**config.mk**
```make
export PLATFORM = sky130hd
export DESIGN_NAME = dect_top
export DESIGN_NICKNAME = d
export VERILOG_FILES = /design/src/inc/dect_pkg.sv /design/src/dect_qual.sv /design/src/dect_top.sv
export SDC_FILE = /design/constraint.sdc
export NUM_CORES = 1
export LEC_CHECK = 0
export BUFFER_PORTS_ARGS = -buffer_cell sky130_fd_sc_hd__clkbuf_2
export CAP_MARGIN = 20
export CORE_MARGIN = 2
export CORE_UTILIZATION = 55
export CTS_CLUSTER_SIZE = 16
export DETAILED_ROUTE_END_ITERATION = 8
export PLACE_DENSITY = 0.72
export SYNTH_ARGS = -nofsm -noshare
export SYNTH_HDL_FRONTEND = slang
export SYNTH_SLANG_ARGS = --single-unit
```
**constraint.sdc**
```tcl
create_clock -name i_core_clk -period 10 [get_ports i_core_clk]
set_clock_uncertainty 0.1 [all_clocks]
set_input_delay 2 -clock i_core_clk [delete_from_list [all_inputs] [get_ports i_core_clk]]
set_output_delay 2 -clock i_core_clk [all_outputs]
set_load 0.05 [all_outputs]
```
**src/inc/dect_pkg.sv**
```systemverilog
// Purpose: constants, types and register map of the dual counter/timer
// Assumes: one 40 MHz clock, synchronous active-low reset
// Notes: registers are 32-bit words at byte offsets below
package dect_pkg;
  localparam int unsigned DATA_W    = 32;
  localparam int unsigned ADDR_W    = 6;
  localparam int unsigned NUM_CH    = 2;
  localparam int unsigned NUM_SRC   = 19;
  localparam int unsigned NUM_LINE  = 4;
  localparam int unsigned NUM_USER  = 4;
  localparam int unsigned NUM_LOGIC = 2;
  localparam int unsigned IRQ_W     = 6;
  // status bit positions, one pair of bits per event kind
  localparam int unsigned IRQ_START_LSB = 0;
  localparam int unsigned IRQ_END_LSB   = 2;
  localparam int unsigned IRQ_CLEAR_LSB = 4;
  // microsecond tick from the core clock
  localparam int unsigned CLK_PERIOD_NS = 25;
  localparam int unsigned TICK_NS       = 1000;
  localparam int unsigned TICK_CYC      = TICK_NS / CLK_PERIOD_NS;
  // register byte offsets
  localparam logic [ADDR_W-1:0] ADR_CHANNEL_PICK  = 6'h00;
  localparam logic [ADDR_W-1:0] ADR_COUNT_CHOICE  = 6'h04;
  localparam logic [ADDR_W-1:0] ADR_COUNT_POL     = 6'h08;
  localparam logic [ADDR_W-1:0] ADR_START_DELAY   = 6'h0C;
  localparam logic [ADDR_W-1:0] ADR_END_LENGTH    = 6'h10;
  localparam logic [ADDR_W-1:0] ADR_START_CHOICE  = 6'h14;
  localparam logic [ADDR_W-1:0] ADR_START_POL     = 6'h18;
  localparam logic [ADDR_W-1:0] ADR_CLEAR_CHOICE  = 6'h1C;
  localparam logic [ADDR_W-1:0] ADR_CLEAR_POL     = 6'h20;
  localparam logic [ADDR_W-1:0] ADR_LIVE_TALLY    = 6'h24;
  localparam logic [ADDR_W-1:0] ADR_CHANNEL_STATE = 6'h28;
  localparam logic [ADDR_W-1:0] ADR_TALLY_CAPT    = 6'h2C;
  localparam logic [ADDR_W-1:0] ADR_IRQ_STATUS    = 6'h30;
  localparam logic [ADDR_W-1:0] ADR_IRQ_MASK      = 6'h34;
  typedef enum logic [4:0] {
    SRC_OFF = 5'h00, SRC_TICK = 5'h01,
    SRC_LINE0 = 5'h02, SRC_LINE1 = 5'h03,
    SRC_LINE2 = 5'h04, SRC_LINE3 = 5'h05,
    SRC_USER0 = 5'h06, SRC_USER1 = 5'h07,
    SRC_USER2 = 5'h08, SRC_USER3 = 5'h09,
    SRC_C0_START = 5'h0A, SRC_C1_START = 5'h0B,
    SRC_C0_END = 5'h0C, SRC_C1_END = 5'h0D,
    SRC_LOGIC0 = 5'h0E, SRC_LOGIC1 = 5'h0F,
    SRC_EXP_START = 5'h10, SRC_EXP_END = 5'h11,
    SRC_FRAME_WAIT = 5'h12
  } dect_src_t;
  typedef enum logic [2:0] {
    POL_LEVEL_LOW = 3'h0, POL_LEVEL_HIGH = 3'h1, POL_FALLING = 3'h2,
    POL_RISING = 3'h3, POL_ANY_EDGE = 3'h4
  } dect_pol_t;
  typedef enum logic [1:0] {
    ST_WAIT = 2'h0, ST_ACTIVE = 2'h1, ST_DONE = 2'h2
  } dect_state_t;
  typedef struct packed {
    dect_src_t          cnt_src;
    dect_pol_t          cnt_pol;
    dect_src_t          start_src;
    dect_pol_t          start_pol;
    dect_src_t          clr_src;
    dect_pol_t          clr_pol;
    logic [DATA_W-1:0]  delay;
    logic [DATA_W-1:0]  duration;
  } dect_cfg_t;
  localparam logic [DATA_W-1:0] DELAY_RST    = 32'h0000_0000;
  localparam logic [DATA_W-1:0] DURATION_RST = 32'h0000_0000;
  localparam dect_cfg_t CFG_RST = '{
    cnt_src: SRC_OFF, cnt_pol: POL_RISING,
    start_src: SRC_OFF, start_pol: POL_RISING,
    clr_src: SRC_OFF, clr_pol: POL_RISING,
    delay: DELAY_RST, duration: DURATION_RST};
  localparam logic [IRQ_W-1:0] MASK_RST = 6'h00;
endpackage : dect_pkg

```
**src/dect_qual.sv**
```systemverilog
// Purpose: pick one source from the vector and qualify it by activation
// Assumes: source vector already in the core clock domain
// Notes: a change of choice can look like one edge; software should
//        reconfigure while the channel is idle
`timescale 1ns/1ps
module dect_qual (
  input  wire logic                          i_core_clk,
  input  wire logic                          i_nrst,
  input  wire logic [dect_pkg::NUM_SRC-1:0]  i_src_vec,
  input  wire dect_pkg::dect_src_t           i_choice,
  input  wire dect_pkg::dect_pol_t           i_pol,
  output logic                               o_hit
);
  logic sel_now;
  logic sel_prev_q;

  // selected level, previous copy for edge detection
  assign sel_now = i_src_vec[i_choice];

  always_ff @(posedge i_core_clk)
  begin
    if (!i_nrst)
      sel_prev_q <= 1'b0;
    else
      sel_prev_q <= sel_now;
  end

  // off never fires, even for level low
  always_comb
  begin
    o_hit = 1'b0;
    if (i_choice != dect_pkg::SRC_OFF)
    begin
      unique case (i_pol)
        dect_pkg::POL_LEVEL_LOW:  o_hit = !sel_now;
        dect_pkg::POL_LEVEL_HIGH: o_hit = sel_now;
        dect_pkg::POL_FALLING:    o_hit = sel_prev_q && !sel_now;
        dect_pkg::POL_RISING:     o_hit = !sel_prev_q && sel_now;
        dect_pkg::POL_ANY_EDGE:   o_hit = sel_prev_q != sel_now;
        default:                  o_hit = 1'b0;
      endcase
    end
  end
endmodule : dect_qual

```
**src/dect_top.sv**
```systemverilog
// Purpose: dual counter/timer with register port and event interrupt
// Assumes: line inputs are pins; other sources come from core-clock logic
// Notes: read data valid only in the cycle after the read strobe
//
// Added by the designer: the register offsets and the strobed register port.
`timescale 1ns/1ps
module dect_top (
  input  wire logic                            i_core_clk,
  input  wire logic                            i_nrst,
  input  wire logic [dect_pkg::ADDR_W-1:0]     i_addr,
  input  wire logic [dect_pkg::DATA_W-1:0]     i_wdata,
  input  wire logic                            i_wr,
  input  wire logic                            i_rd,
  output logic      [dect_pkg::DATA_W-1:0]     o_rdata,
  input  wire logic [dect_pkg::NUM_LINE-1:0]   i_line,
  input  wire logic [dect_pkg::NUM_USER-1:0]   i_user_out,
  input  wire logic [dect_pkg::NUM_LOGIC-1:0]  i_logic_blk,
  input  wire logic                            i_exp_start,
  input  wire logic                            i_exp_end,
  input  wire logic                            i_frame_wait,
  output logic      [dect_pkg::NUM_CH-1:0]     o_start_evt,
  output logic      [dect_pkg::NUM_CH-1:0]     o_end_evt,
  output logic                                 o_irq
);
  localparam int unsigned DW = dect_pkg::DATA_W;
  localparam int unsigned TW = $clog2(dect_pkg::TICK_CYC);

  logic [TW-1:0]                    tick_cnt_q;
  logic                             tick_q;
  logic [dect_pkg::NUM_LINE-1:0]    line_s1_q;
  logic [dect_pkg::NUM_LINE-1:0]    line_s2_q;
  logic [dect_pkg::NUM_SRC-1:0]     src_vec;
  logic                             pick_q;
  dect_pkg::dect_cfg_t              cfg_q     [dect_pkg::NUM_CH];
  dect_pkg::dect_state_t            state_q   [dect_pkg::NUM_CH];
  logic [DW-1:0]                    tally_q   [dect_pkg::NUM_CH];
  logic [DW-1:0]                    capt_q    [dect_pkg::NUM_CH];
  logic [DW-1:0]                    tally_inc [dect_pkg::NUM_CH];
  logic                             start_q   [dect_pkg::NUM_CH];
  logic                             end_q     [dect_pkg::NUM_CH];
  logic                             clr_q     [dect_pkg::NUM_CH];
  logic                             cnt_hit   [dect_pkg::NUM_CH];
  logic                             trig_hit  [dect_pkg::NUM_CH];
  logic                             clr_hit   [dect_pkg::NUM_CH];
  logic [dect_pkg::IRQ_W-1:0]       sts_q;
  logic [dect_pkg::IRQ_W-1:0]       sts_d;
  logic [dect_pkg::IRQ_W-1:0]       sts_set;
  logic [dect_pkg::IRQ_W-1:0]       mask_q;
  logic [DW-1:0]                    rdata_q;
  logic                             irq_q;
  logic [dect_pkg::NUM_CH-1:0]      start_evt_q;
  logic [dect_pkg::NUM_CH-1:0]      end_evt_q;
  logic [4:0]                       wr_src;

  // microsecond tick: one-cycle pulse every TICK_CYC clocks
  always_ff @(posedge i_core_clk)
  begin
    if (!i_nrst)
    begin
      tick_cnt_q <= '0;
      tick_q     <= 1'b0;
    end
    else if (tick_cnt_q == TW'(dect_pkg::TICK_CYC - 1))
    begin
      tick_cnt_q <= '0;
      tick_q     <= 1'b1;
    end
    else
    begin
      tick_cnt_q <= tick_cnt_q + 1'b1;
      tick_q     <= 1'b0;
    end
  end

  // line pins are asynchronous, so two flops before any use
  always_ff @(posedge i_core_clk)
  begin
    if (!i_nrst)
    begin
      line_s1_q <= '0;
      line_s2_q <= '0;
    end
    else
    begin
      line_s1_q <= i_line;
      line_s2_q <= line_s1_q;
    end
  end

  // source vector in enum order; own events come from flops, no loop
  assign src_vec = {i_frame_wait, i_exp_end, i_exp_start, i_logic_blk,
                    end_q[1], end_q[0], start_q[1], start_q[0],
                    i_user_out, line_s2_q, tick_q, 1'b0};

  // out-of-range source codes fold to off so the select stays in range
  assign wr_src = (i_wdata[4:0] < 5'(dect_pkg::NUM_SRC)) ?
                  i_wdata[4:0] : 5'h00;

  // channel selector
  always_ff @(posedge i_core_clk)
  begin
    if (!i_nrst)
      pick_q <= 1'b0;
    else if (i_wr && i_addr == dect_pkg::ADR_CHANNEL_PICK)
      pick_q <= i_wdata[0];
  end

  genvar c;
  generate
    for (c = 0; c < dect_pkg::NUM_CH; c++)
    begin : g_ch
      logic wr_ch;
      logic go;

      assign wr_ch = i_wr && (pick_q == 1'(c));
      assign tally_inc[c] = tally_q[c] + 1'b1;
      // with no start source the channel runs as soon as it waits
      assign go = (cfg_q[c].start_src == dect_pkg::SRC_OFF) ||
                  trig_hit[c];

      dect_qual u_cnt (
        .i_core_clk (i_core_clk),
        .i_nrst     (i_nrst),
        .i_src_vec  (src_vec),
        .i_choice   (cfg_q[c].cnt_src),
        .i_pol      (cfg_q[c].cnt_pol),
        .o_hit      (cnt_hit[c])
      );

      dect_qual u_start (
        .i_core_clk (i_core_clk),
        .i_nrst     (i_nrst),
        .i_src_vec  (src_vec),
        .i_choice   (cfg_q[c].start_src),
        .i_pol      (cfg_q[c].start_pol),
        .o_hit      (trig_hit[c])
      );

      dect_qual u_clr (
        .i_core_clk (i_core_clk),
        .i_nrst     (i_nrst),
        .i_src_vec  (src_vec),
        .i_choice   (cfg_q[c].clr_src),
        .i_pol      (cfg_q[c].clr_pol),
        .o_hit      (clr_hit[c])
      );

      // per-channel configuration writes
      always_ff @(posedge i_core_clk)
      begin
        if (!i_nrst)
          cfg_q[c] <= dect_pkg::CFG_RST;
        else if (wr_ch)
        begin
          unique case (i_addr)
            dect_pkg::ADR_COUNT_CHOICE:
              cfg_q[c].cnt_src <= dect_pkg::dect_src_t'(wr_src);
            dect_pkg::ADR_COUNT_POL:
              cfg_q[c].cnt_pol <= dect_pkg::dect_pol_t'(i_wdata[2:0]);
            dect_pkg::ADR_START_DELAY:
              cfg_q[c].delay <= i_wdata;
            dect_pkg::ADR_END_LENGTH:
              cfg_q[c].duration <= i_wdata;
            dect_pkg::ADR_START_CHOICE:
            begin
              cfg_q[c].start_src <= dect_pkg::dect_src_t'(wr_src);
              if (wr_src != 5'h00)
                cfg_q[c].clr_src <= dect_pkg::SRC_OFF;
            end
            dect_pkg::ADR_START_POL:
              cfg_q[c].start_pol <= dect_pkg::dect_pol_t'(i_wdata[2:0]);
            dect_pkg::ADR_CLEAR_CHOICE:
            begin
              cfg_q[c].clr_src <= dect_pkg::dect_src_t'(wr_src);
              if (wr_src != 5'h00)
                cfg_q[c].start_src <= dect_pkg::SRC_OFF;
            end
            dect_pkg::ADR_CLEAR_POL:
              cfg_q[c].clr_pol <= dect_pkg::dect_pol_t'(i_wdata[2:0]);
            default:
              cfg_q[c] <= cfg_q[c];
          endcase
        end
      end

      // channel sequencer; clear outranks counting in the same cycle
      always_ff @(posedge i_core_clk)
      begin
        if (!i_nrst)
        begin
          state_q[c] <= dect_pkg::ST_WAIT;
          tally_q[c] <= '0;
          start_q[c] <= 1'b0;
          end_q[c]   <= 1'b0;
          clr_q[c]   <= 1'b0;
        end
        else
        begin
          start_q[c] <= 1'b0;
          end_q[c]   <= 1'b0;
          clr_q[c]   <= clr_hit[c];
          if (clr_hit[c])
          begin
            tally_q[c] <= '0;
            state_q[c] <= dect_pkg::ST_WAIT;
          end
          else
          begin
            unique case (state_q[c])
              dect_pkg::ST_WAIT:
                if (go)
                  state_q[c] <= dect_pkg::ST_ACTIVE;
              dect_pkg::ST_ACTIVE:
                if (cnt_hit[c])
                begin
                  tally_q[c] <= tally_inc[c];
                  if (tally_inc[c] == cfg_q[c].delay)
                    start_q[c] <= 1'b1;
                  if (tally_inc[c] == cfg_q[c].duration)
                  begin
                    end_q[c]   <= 1'b1;
                    state_q[c] <= dect_pkg::ST_DONE;
                  end
                end
              dect_pkg::ST_DONE:
                if (trig_hit[c])
                begin
                  tally_q[c] <= '0;
                  state_q[c] <= dect_pkg::ST_ACTIVE;
                end
              default:
                state_q[c] <= dect_pkg::ST_WAIT;
            endcase
          end
        end
      end

      // captured tally: hardware capture beats a software write
      always_ff @(posedge i_core_clk)
      begin
        if (!i_nrst)
          capt_q[c] <= '0;
        else if (clr_hit[c])
          capt_q[c] <= tally_q[c];
        else if (wr_ch && i_addr == dect_pkg::ADR_TALLY_CAPT)
          capt_q[c] <= i_wdata;
      end

      assign sts_set[dect_pkg::IRQ_START_LSB + c] = start_q[c];
      assign sts_set[dect_pkg::IRQ_END_LSB + c]   = end_q[c];
      assign sts_set[dect_pkg::IRQ_CLEAR_LSB + c] = clr_q[c];
    end
  endgenerate

  // sticky status; an event in the reading cycle survives the clear
  always_comb
  begin
    sts_d = sts_q;
    if (i_rd && i_addr == dect_pkg::ADR_IRQ_STATUS)
      sts_d = '0;
    sts_d = sts_d | sts_set;
  end

  always_ff @(posedge i_core_clk)
  begin
    if (!i_nrst)
      sts_q <= '0;
    else
      sts_q <= sts_d;
  end

  always_ff @(posedge i_core_clk)
  begin
    if (!i_nrst)
      mask_q <= dect_pkg::MASK_RST;
    else if (i_wr && i_addr == dect_pkg::ADR_IRQ_MASK)
      mask_q <= i_wdata[dect_pkg::IRQ_W-1:0];
  end

  // level interrupt, one cycle behind the status bits
  always_ff @(posedge i_core_clk)
  begin
    if (!i_nrst)
      irq_q <= 1'b0;
    else
      irq_q <= |(sts_q & mask_q);
  end

  // event pulses out, registered copies of the channel events
  always_ff @(posedge i_core_clk)
  begin
    if (!i_nrst)
    begin
      start_evt_q <= '0;
      end_evt_q   <= '0;
    end
    else
    begin
      start_evt_q <= {start_q[1], start_q[0]};
      end_evt_q   <= {end_q[1], end_q[0]};
    end
  end

  // read data stands one cycle only; unmapped reads return zero
  always_ff @(posedge i_core_clk)
  begin
    if (!i_nrst)
      rdata_q <= '0;
    else if (!i_rd)
      rdata_q <= '0;
    else
    begin
      unique case (i_addr)
        dect_pkg::ADR_CHANNEL_PICK:  rdata_q <= DW'(pick_q);
        dect_pkg::ADR_COUNT_CHOICE:  rdata_q <= DW'(cfg_q[pick_q].cnt_src);
        dect_pkg::ADR_COUNT_POL:     rdata_q <= DW'(cfg_q[pick_q].cnt_pol);
        dect_pkg::ADR_START_DELAY:   rdata_q <= cfg_q[pick_q].delay;
        dect_pkg::ADR_END_LENGTH:    rdata_q <= cfg_q[pick_q].duration;
        dect_pkg::ADR_START_CHOICE:
          rdata_q <= DW'(cfg_q[pick_q].start_src);
        dect_pkg::ADR_START_POL:
          rdata_q <= DW'(cfg_q[pick_q].start_pol);
        dect_pkg::ADR_CLEAR_CHOICE:
          rdata_q <= DW'(cfg_q[pick_q].clr_src);
        dect_pkg::ADR_CLEAR_POL:
          rdata_q <= DW'(cfg_q[pick_q].clr_pol);
        dect_pkg::ADR_LIVE_TALLY:    rdata_q <= tally_q[pick_q];
        dect_pkg::ADR_CHANNEL_STATE: rdata_q <= DW'(state_q[pick_q]);
        dect_pkg::ADR_TALLY_CAPT:    rdata_q <= capt_q[pick_q];
        dect_pkg::ADR_IRQ_STATUS:    rdata_q <= DW'(sts_q);
        dect_pkg::ADR_IRQ_MASK:      rdata_q <= DW'(mask_q);
        default:                     rdata_q <= '0;
      endcase
    end
  end

  assign o_rdata     = rdata_q;
  assign o_irq       = irq_q;
  assign o_start_evt = start_evt_q;
  assign o_end_evt   = end_evt_q;
endmodule : dect_top

```
* After elaboration in Yosys (flattened, before gate mapping)
Memories as Yosys holds them, arrays and structs flattened. A register that Yosys moved wholly into a read port is not among the register bits.
Cells that the tools add are included.
** Word-level totals
- Register bits :: 71
- Latch bits :: 0
- RAM bits :: 314
- Bits in read-only memories :: 0
- Input bits :: 55
- Word-level logic and storage cells :: 471
- Memories kept :: 7
** Memories
- cfg_q :: depth 2, bits a word 88, read ports 3, clocked after memory_dff 1, write ports 2, RTL line dect_top.sv:34 : dect_pkg::dect_cfg_t cfg_q [dect_pkg::NUM_CH];
- capt_q :: depth 2, bits a word 32, read ports 1, clocked after memory_dff 1, write ports 2, RTL line dect_top.sv:37 : logic [DW-1:0] capt_q [dect_pkg::NUM_CH];
- tally_q :: depth 2, bits a word 32, read ports 3, clocked after memory_dff 1, write ports 2, RTL line dect_top.sv:36 : logic [DW-1:0] tally_q [dect_pkg::NUM_CH];
- state_q :: depth 2, bits a word 2, read ports 3, clocked after memory_dff 1, write ports 2, RTL line dect_top.sv:35 : dect_pkg::dect_state_t state_q [dect_pkg::NUM_CH];
- clr_q :: depth 2, bits a word 1, read ports 2, clocked after memory_dff 0, write ports 2, RTL line dect_top.sv:41 : logic clr_q [dect_pkg::NUM_CH];
- end_q :: depth 2, bits a word 1, read ports 2, clocked after memory_dff 0, write ports 2, RTL line dect_top.sv:40 : logic end_q [dect_pkg::NUM_CH];
- 1 more memories
** Operators by class
- Add/sub/neg operators :: 3
- Multiply operators :: 0
- Div/mod/pow operators :: 0
- Order comparisons :: 7
- Equality and inequality tests :: 52
- Shift-type cells :: 0
- Muxes and demuxes :: 258
- Bitwise gates (word level) :: 70
- Reduce and logical (&&, ||, !) cells :: 57
** Operator list (number)
- 2-to-1 mux 32 bit :: 18
- case mux 32 bit (14 select lines) :: 1
- 2-to-1 mux 1 bit :: 187
- equality test 32 bit :: 4
- 2-to-1 mux 5 bit :: 17
- OR 1 bit :: 66
- adder 32 x 1 -> 32 bit, second input constant :: 2
- equality test 6 bit, second input constant :: 7
- equality test 3 x 2 -> 1 bit, second input constant :: 12
- < comparator 5 x 6 -> 1 bit, second input constant :: 6
- 2-to-1 mux 3 bit :: 12
- nonzero test 5 bit :: 7
- binary-select mux 1 bit (select 5 bit) :: 6
- case mux 1 bit (5 select lines) :: 6
- equality test 6 x 5 -> 1 bit, second input constant :: 4
- 2-to-1 mux 2 bit :: 10
- logical AND 1 bit :: 19
- equality test 3 x 1 -> 1 bit, second input constant :: 6
- equality test 3 bit, second input constant :: 6
- zero test 3 bit :: 6
- equality test 6 x 4 -> 1 bit, second input constant :: 2
- zero test 1 bit :: 12
- zero test 5 bit :: 2
- OR reduction 8 bit :: 1
- 17 further kinds :: 28

* Depth between registers and ports, before layout
An unclocked memory read counts as a cell.
- Depth in word-level cells :: 17
- Gate-level depth with buffers :: 17

* By module
From an unflattened synthesis, not the netlist that was laid out.
** Second synthesis, totals
- Cells, all modules :: 2111
- Area total of the unflattened synthesis :: 22238.8 um^2
** Modules (own cells, without submodules)
- dect_top :: instances 1, cells each 1853, area each 20061.7 um^2
- dect_qual :: instances 6, cells each 43, area each 362.8 um^2

* Worst setup path after synthesis
No wires, ideal clock.
- Kind :: input -> register
- From :: input i_addr[3] (netlist name)
- To :: memory cfg_q[0][0] (netlist name) (enable)
- Arrival :: 5688 ps
- Setup slack :: 3746 ps
- Stages on the path :: 6
- Cells stage by stage :: clkbuf_1 or4_1 or2_2 clkbuf_1 clkbuf_1 o21ai_0
** RTL lines
- from (decl) :: RTL line dect_top.sv:10 : input wire logic [dect_pkg::ADDR_W-1:0] i_addr,
- to (decl) :: RTL line dect_top.sv:34

==> results.sh <==
export IMPL_ant_nets=0
export IMPL_clk_latency_ns=0.58
export IMPL_htreeDepth=2
export IMPL_hold_path_depth=1
export IMPL_timing_setup_tns_ns=0
export IMPL_syn_nets=2305
export IMPL_fp_dieW_um=207
export IMPL_min_from="line_s1_q[2]"
export IMPL_hold_path_class="reg -> reg"
export IMPL_netlist_area_um2=22700
export IMPL_crit_type="in -> reg"
export IMPL_grt_max_degree=89
export IMPL_postCtsHoldBufs=0
export IMPL_end_kind="register"
export IMPL_final_hold_violation_count=0
export IMPL_power_mw=3.99
export IMPL_p_leak_nw=8.47
export IMPL_route_detailed_drc=0
export IMPL_cts_buffers=44
export IMPL_maxClockFrequency_mhz=179
export IMPL_post_place_ws_ns=3.89
export IMPL_timing_final_crit_period_ns=5.58
export IMPL_fin_cells=2796
export IMPL_min_period_over_period_pct=55.8
export IMPL_layout_setup_ws_ns=4.42
export IMPL_synth_async_reset_ratio_pct=0
export IMPL_grt_most_used_layer="met2"
export IMPL_internal_power_mw=2.93
export IMPL_worst_r2r_endpoint="tally_q[1][18]"
export IMPL_worstMarginPinSlew_ns=1.04
export IMPL_grt_pass1_wl_mm=120
export IMPL_vdd_drop_max_v=0.000148
export IMPL_critical_path_startpoint="i_user_out[1]"
export IMPL_finalMaxSlewViolations=0
export IMPL_rsz0062_at_grt="false"
export IMPL_drv_cap=0
export IMPL_antennaDiodeCount=0
export IMPL_antenna_found_initial=2
export IMPL_vias=19200
export IMPL_yosysSeqAreaShare_pct=47.7
export IMPL_cts_sinks=386
export IMPL_nets=2300
export IMPL_p_sw_mw=1.06
export IMPL_cp_required_ns=10.11
export IMPL_clk_path_buf_depth=3
export IMPL_cts_root_buffer="clkbuf_16"
export IMPL_synth_main_ff_cell="edfxtp_1"
export IMPL_relSlewSlack_pct=30.4
export IMPL_grt_pass1_vias=18400
export IMPL_finalSetupViolations=0
export IMPL_post_cts_setup_buffer_count=0
export IMPL_regToRegStartpoint="cfg_q[1][67]"
export IMPL_io_buffer_count=91
export IMPL_core_area_um2=40700
export IMPL_clkTransAtPathRegs_ns=0.06
export IMPL_hpwl_mm=58.4
export IMPL_synth_cell_type_count=88
export IMPL_yosys_register_bits=386
export IMPL_rows=74
export IMPL_status="completed"
export IMPL_synth_avg_cell_area_um2=10.1
export IMPL_p_per_area_nw_per_um2=160
export IMPL_critPathArrivalTime_ns=5.70
export IMPL_initial_core_util_pct=55.6
export IMPL_wl_per_cell_um=29.1
export IMPL_vias_per_cell=6.87
export IMPL_final_common_cell="edfxtp_1"
export IMPL_ff2ff_path_depth=14
export IMPL_combPwrFrac_pct=9.7
export IMPL_cts_tree="yes"
export IMPL_wirelength_mm=81.5
export IMPL_layout_drive_gt1_share_pct=12.2
export IMPL_hold_end="line_s2_q[2]"
export IMPL_grt_util_all_layers_pct=37.2
export IMPL_grt_ovfl_total=0
export IMPL_synthCells=2235
export IMPL_die_height_um=207
export IMPL_gp_congestion=1.01
export IMPL_first_pass_iters=6
export IMPL_worstPathMaxFanout=65
export IMPL_synth_edf_count=308
export IMPL_grt_use_met2_pct=60.9
export IMPL_p_seq_share_pct=49.1
export IMPL_cts_resized=0
export IMPL_dieArea_um2=42900
export IMPL_syn2layout_area_growth_pct=10.3
export IMPL_io_pins=92
export IMPL_final_cell_mix="308 x edfxtp_1, 225 x nor2_1, 126 x nand2_1"
export IMPL_met1_usage_pct=47.2
export IMPL_switching_share_pct=26.5
export IMPL_yosys_warnings=0
export IMPL_dpl_cell_count=2709
export IMPL_use_met3_pct=5.25
export IMPL_startpoint_type="input pin"
export IMPL_drt_iter0_drc=2707
export IMPL_clkPwrFrac_pct=41.2
export IMPL_reg2reg_slack_ns=5.16
==> Yosys cell counts (15+ instances only) <==
| cell | count | area share (%) |
|---|---|---|
| and2_1 | 114 | 3.1 |
| nand4_1 | 48 | 1.3 |
| a31oi_1 | 21 | 0.58 |
| and3_1 | 53 | 1.5 |
| nor4_1 | 42 | 1.2 |
| xor2_1 | 71 | 2.7 |
| xnor2_1 | 107 | 4.1 |
| a21oi_1 | 71 | 1.6 |
| o21ai_0 | 76 | 1.7 |
| dfxtp_1 | 78 | 6.9 |
| edfxtp_1 | 308 | 41 |
| mux2_2 | 26 | 1.3 |
| o22ai_1 | 36 | 0.99 |
| nand3_1 | 98 | 2.2 |
| nor3_1 | 29 | 0.64 |
| inv_1 | 36 | 0.60 |
| nor2_1 | 232 | 3.8 |
| mux2i_1 | 86 | 3.8 |
| nand2_1 | 126 | 2.1 |
| or3_1 | 15 | 0.41 |
| clkbuf_1 | 141 | 2.3 |
| a22oi_1 | 43 | 1.4 |
| a22o_1 | 34 | 1.3 |
| nor2b_1 | 20 | 0.55 |
| ha_1 | 15 | 0.83 |
| a221oi_1 | 36 | 1.4 |
| nand2b_1 | 24 | 0.66 |
==> layout make-up <==
cell class                      instances  area, um2
Fill cell                            3424      15700
Multi-Input combinational cell       1638      11200
Sequential cell                       386      10800
Clock buffer                           60       1230
Timing Repair Buffer                  123        797
Tap cell                              532        666
Clock inverter                         20        210
Inverter                               37        139
==> power groups by stage <==
stage	clock (mW)	sequential (mW)	combinational (mW)
after floorplan	0	1.89	0.289
after global placement	0	1.99	0.363
after detailed placement	0	1.99	0.368
after CTS	1.65	1.95	0.371
after global routing	1.71	1.96	0.412
final	1.65	1.96	0.386
==> critical path, stage by stage <==
cell and delay, ns:
clkbuf_2 0.14, mux4_2 0.48, nand2_1 0.08, a21oi_1 0.06, mux2i_1 0.50, inv_1 0.10
ha_1 0.29, nor4_1 0.27, nor3_1 0.08, mux2_2 0.32, nor2_4 0.13, buf_4 0.48
nor2_1 0.19, nand3_1 0.11, buf_4 0.43
==> registers in the layout (all words and copies together) (netlist names), 4 cells and up, named ones only <==
| register | flops |
|---|---|
| mask_q | 6 |
| sts_q | 6 |
| capt_q | 64 |
| line_s2_q | 4 |
| state_q | 4 |
| o_rdata | 32 |
| tally_q | 64 |
| cfg_q | 176 |
| line_s1_q | 4 |
| tick_cnt_q | 6 |
==> metal layers <==
| layer | wire length (um) | up-vias |
|---|---|---|
| met5 | 26 | - |
| met4 | 5620 | 4 |
| met1 | 30200 | 9315 |
| li1 | - | 8342 |
| met3 | 7200 | 291 |
| met2 | 38400 | 1251 |
==> through the flow <==
step                      cell area, um2  utilization [%]  hold slack, ns
after global placement             23400             57.4           0.327
after floorplan                    22700                -           0.312
after detailed placement           23400             57.5           0.337
after global routing               25000             61.4           0.364
after CTS                          24900             61.0           0.352
final                              25000             61.4           0.347
==> logic make-up after synthesis <==
kind of cell / share of synthesized area, %
AOI/OAI and AO/OA: 13.0
xor gates and xnor gates: 7.75
adders and majority gates: 0.828
buffers and inverters: 3.64
DFF: 47.7
muxes: 6.38
and+or+nand+nor: 20.7
==> how the worst max path moves through the flow <==
stage / to / cells after the start
final: tally_q[1][18] / 15
after global routing: tally_q[1][18] / 16
after CTS: tally_q[1][9] / 15
after detailed placement: tally_q[1][20] / 15
after global placement: tally_q[1][20] / 15
after floorplan: cfg_q[0][0] / 6
No activity file was read; power rests on OpenSTA's default activity.
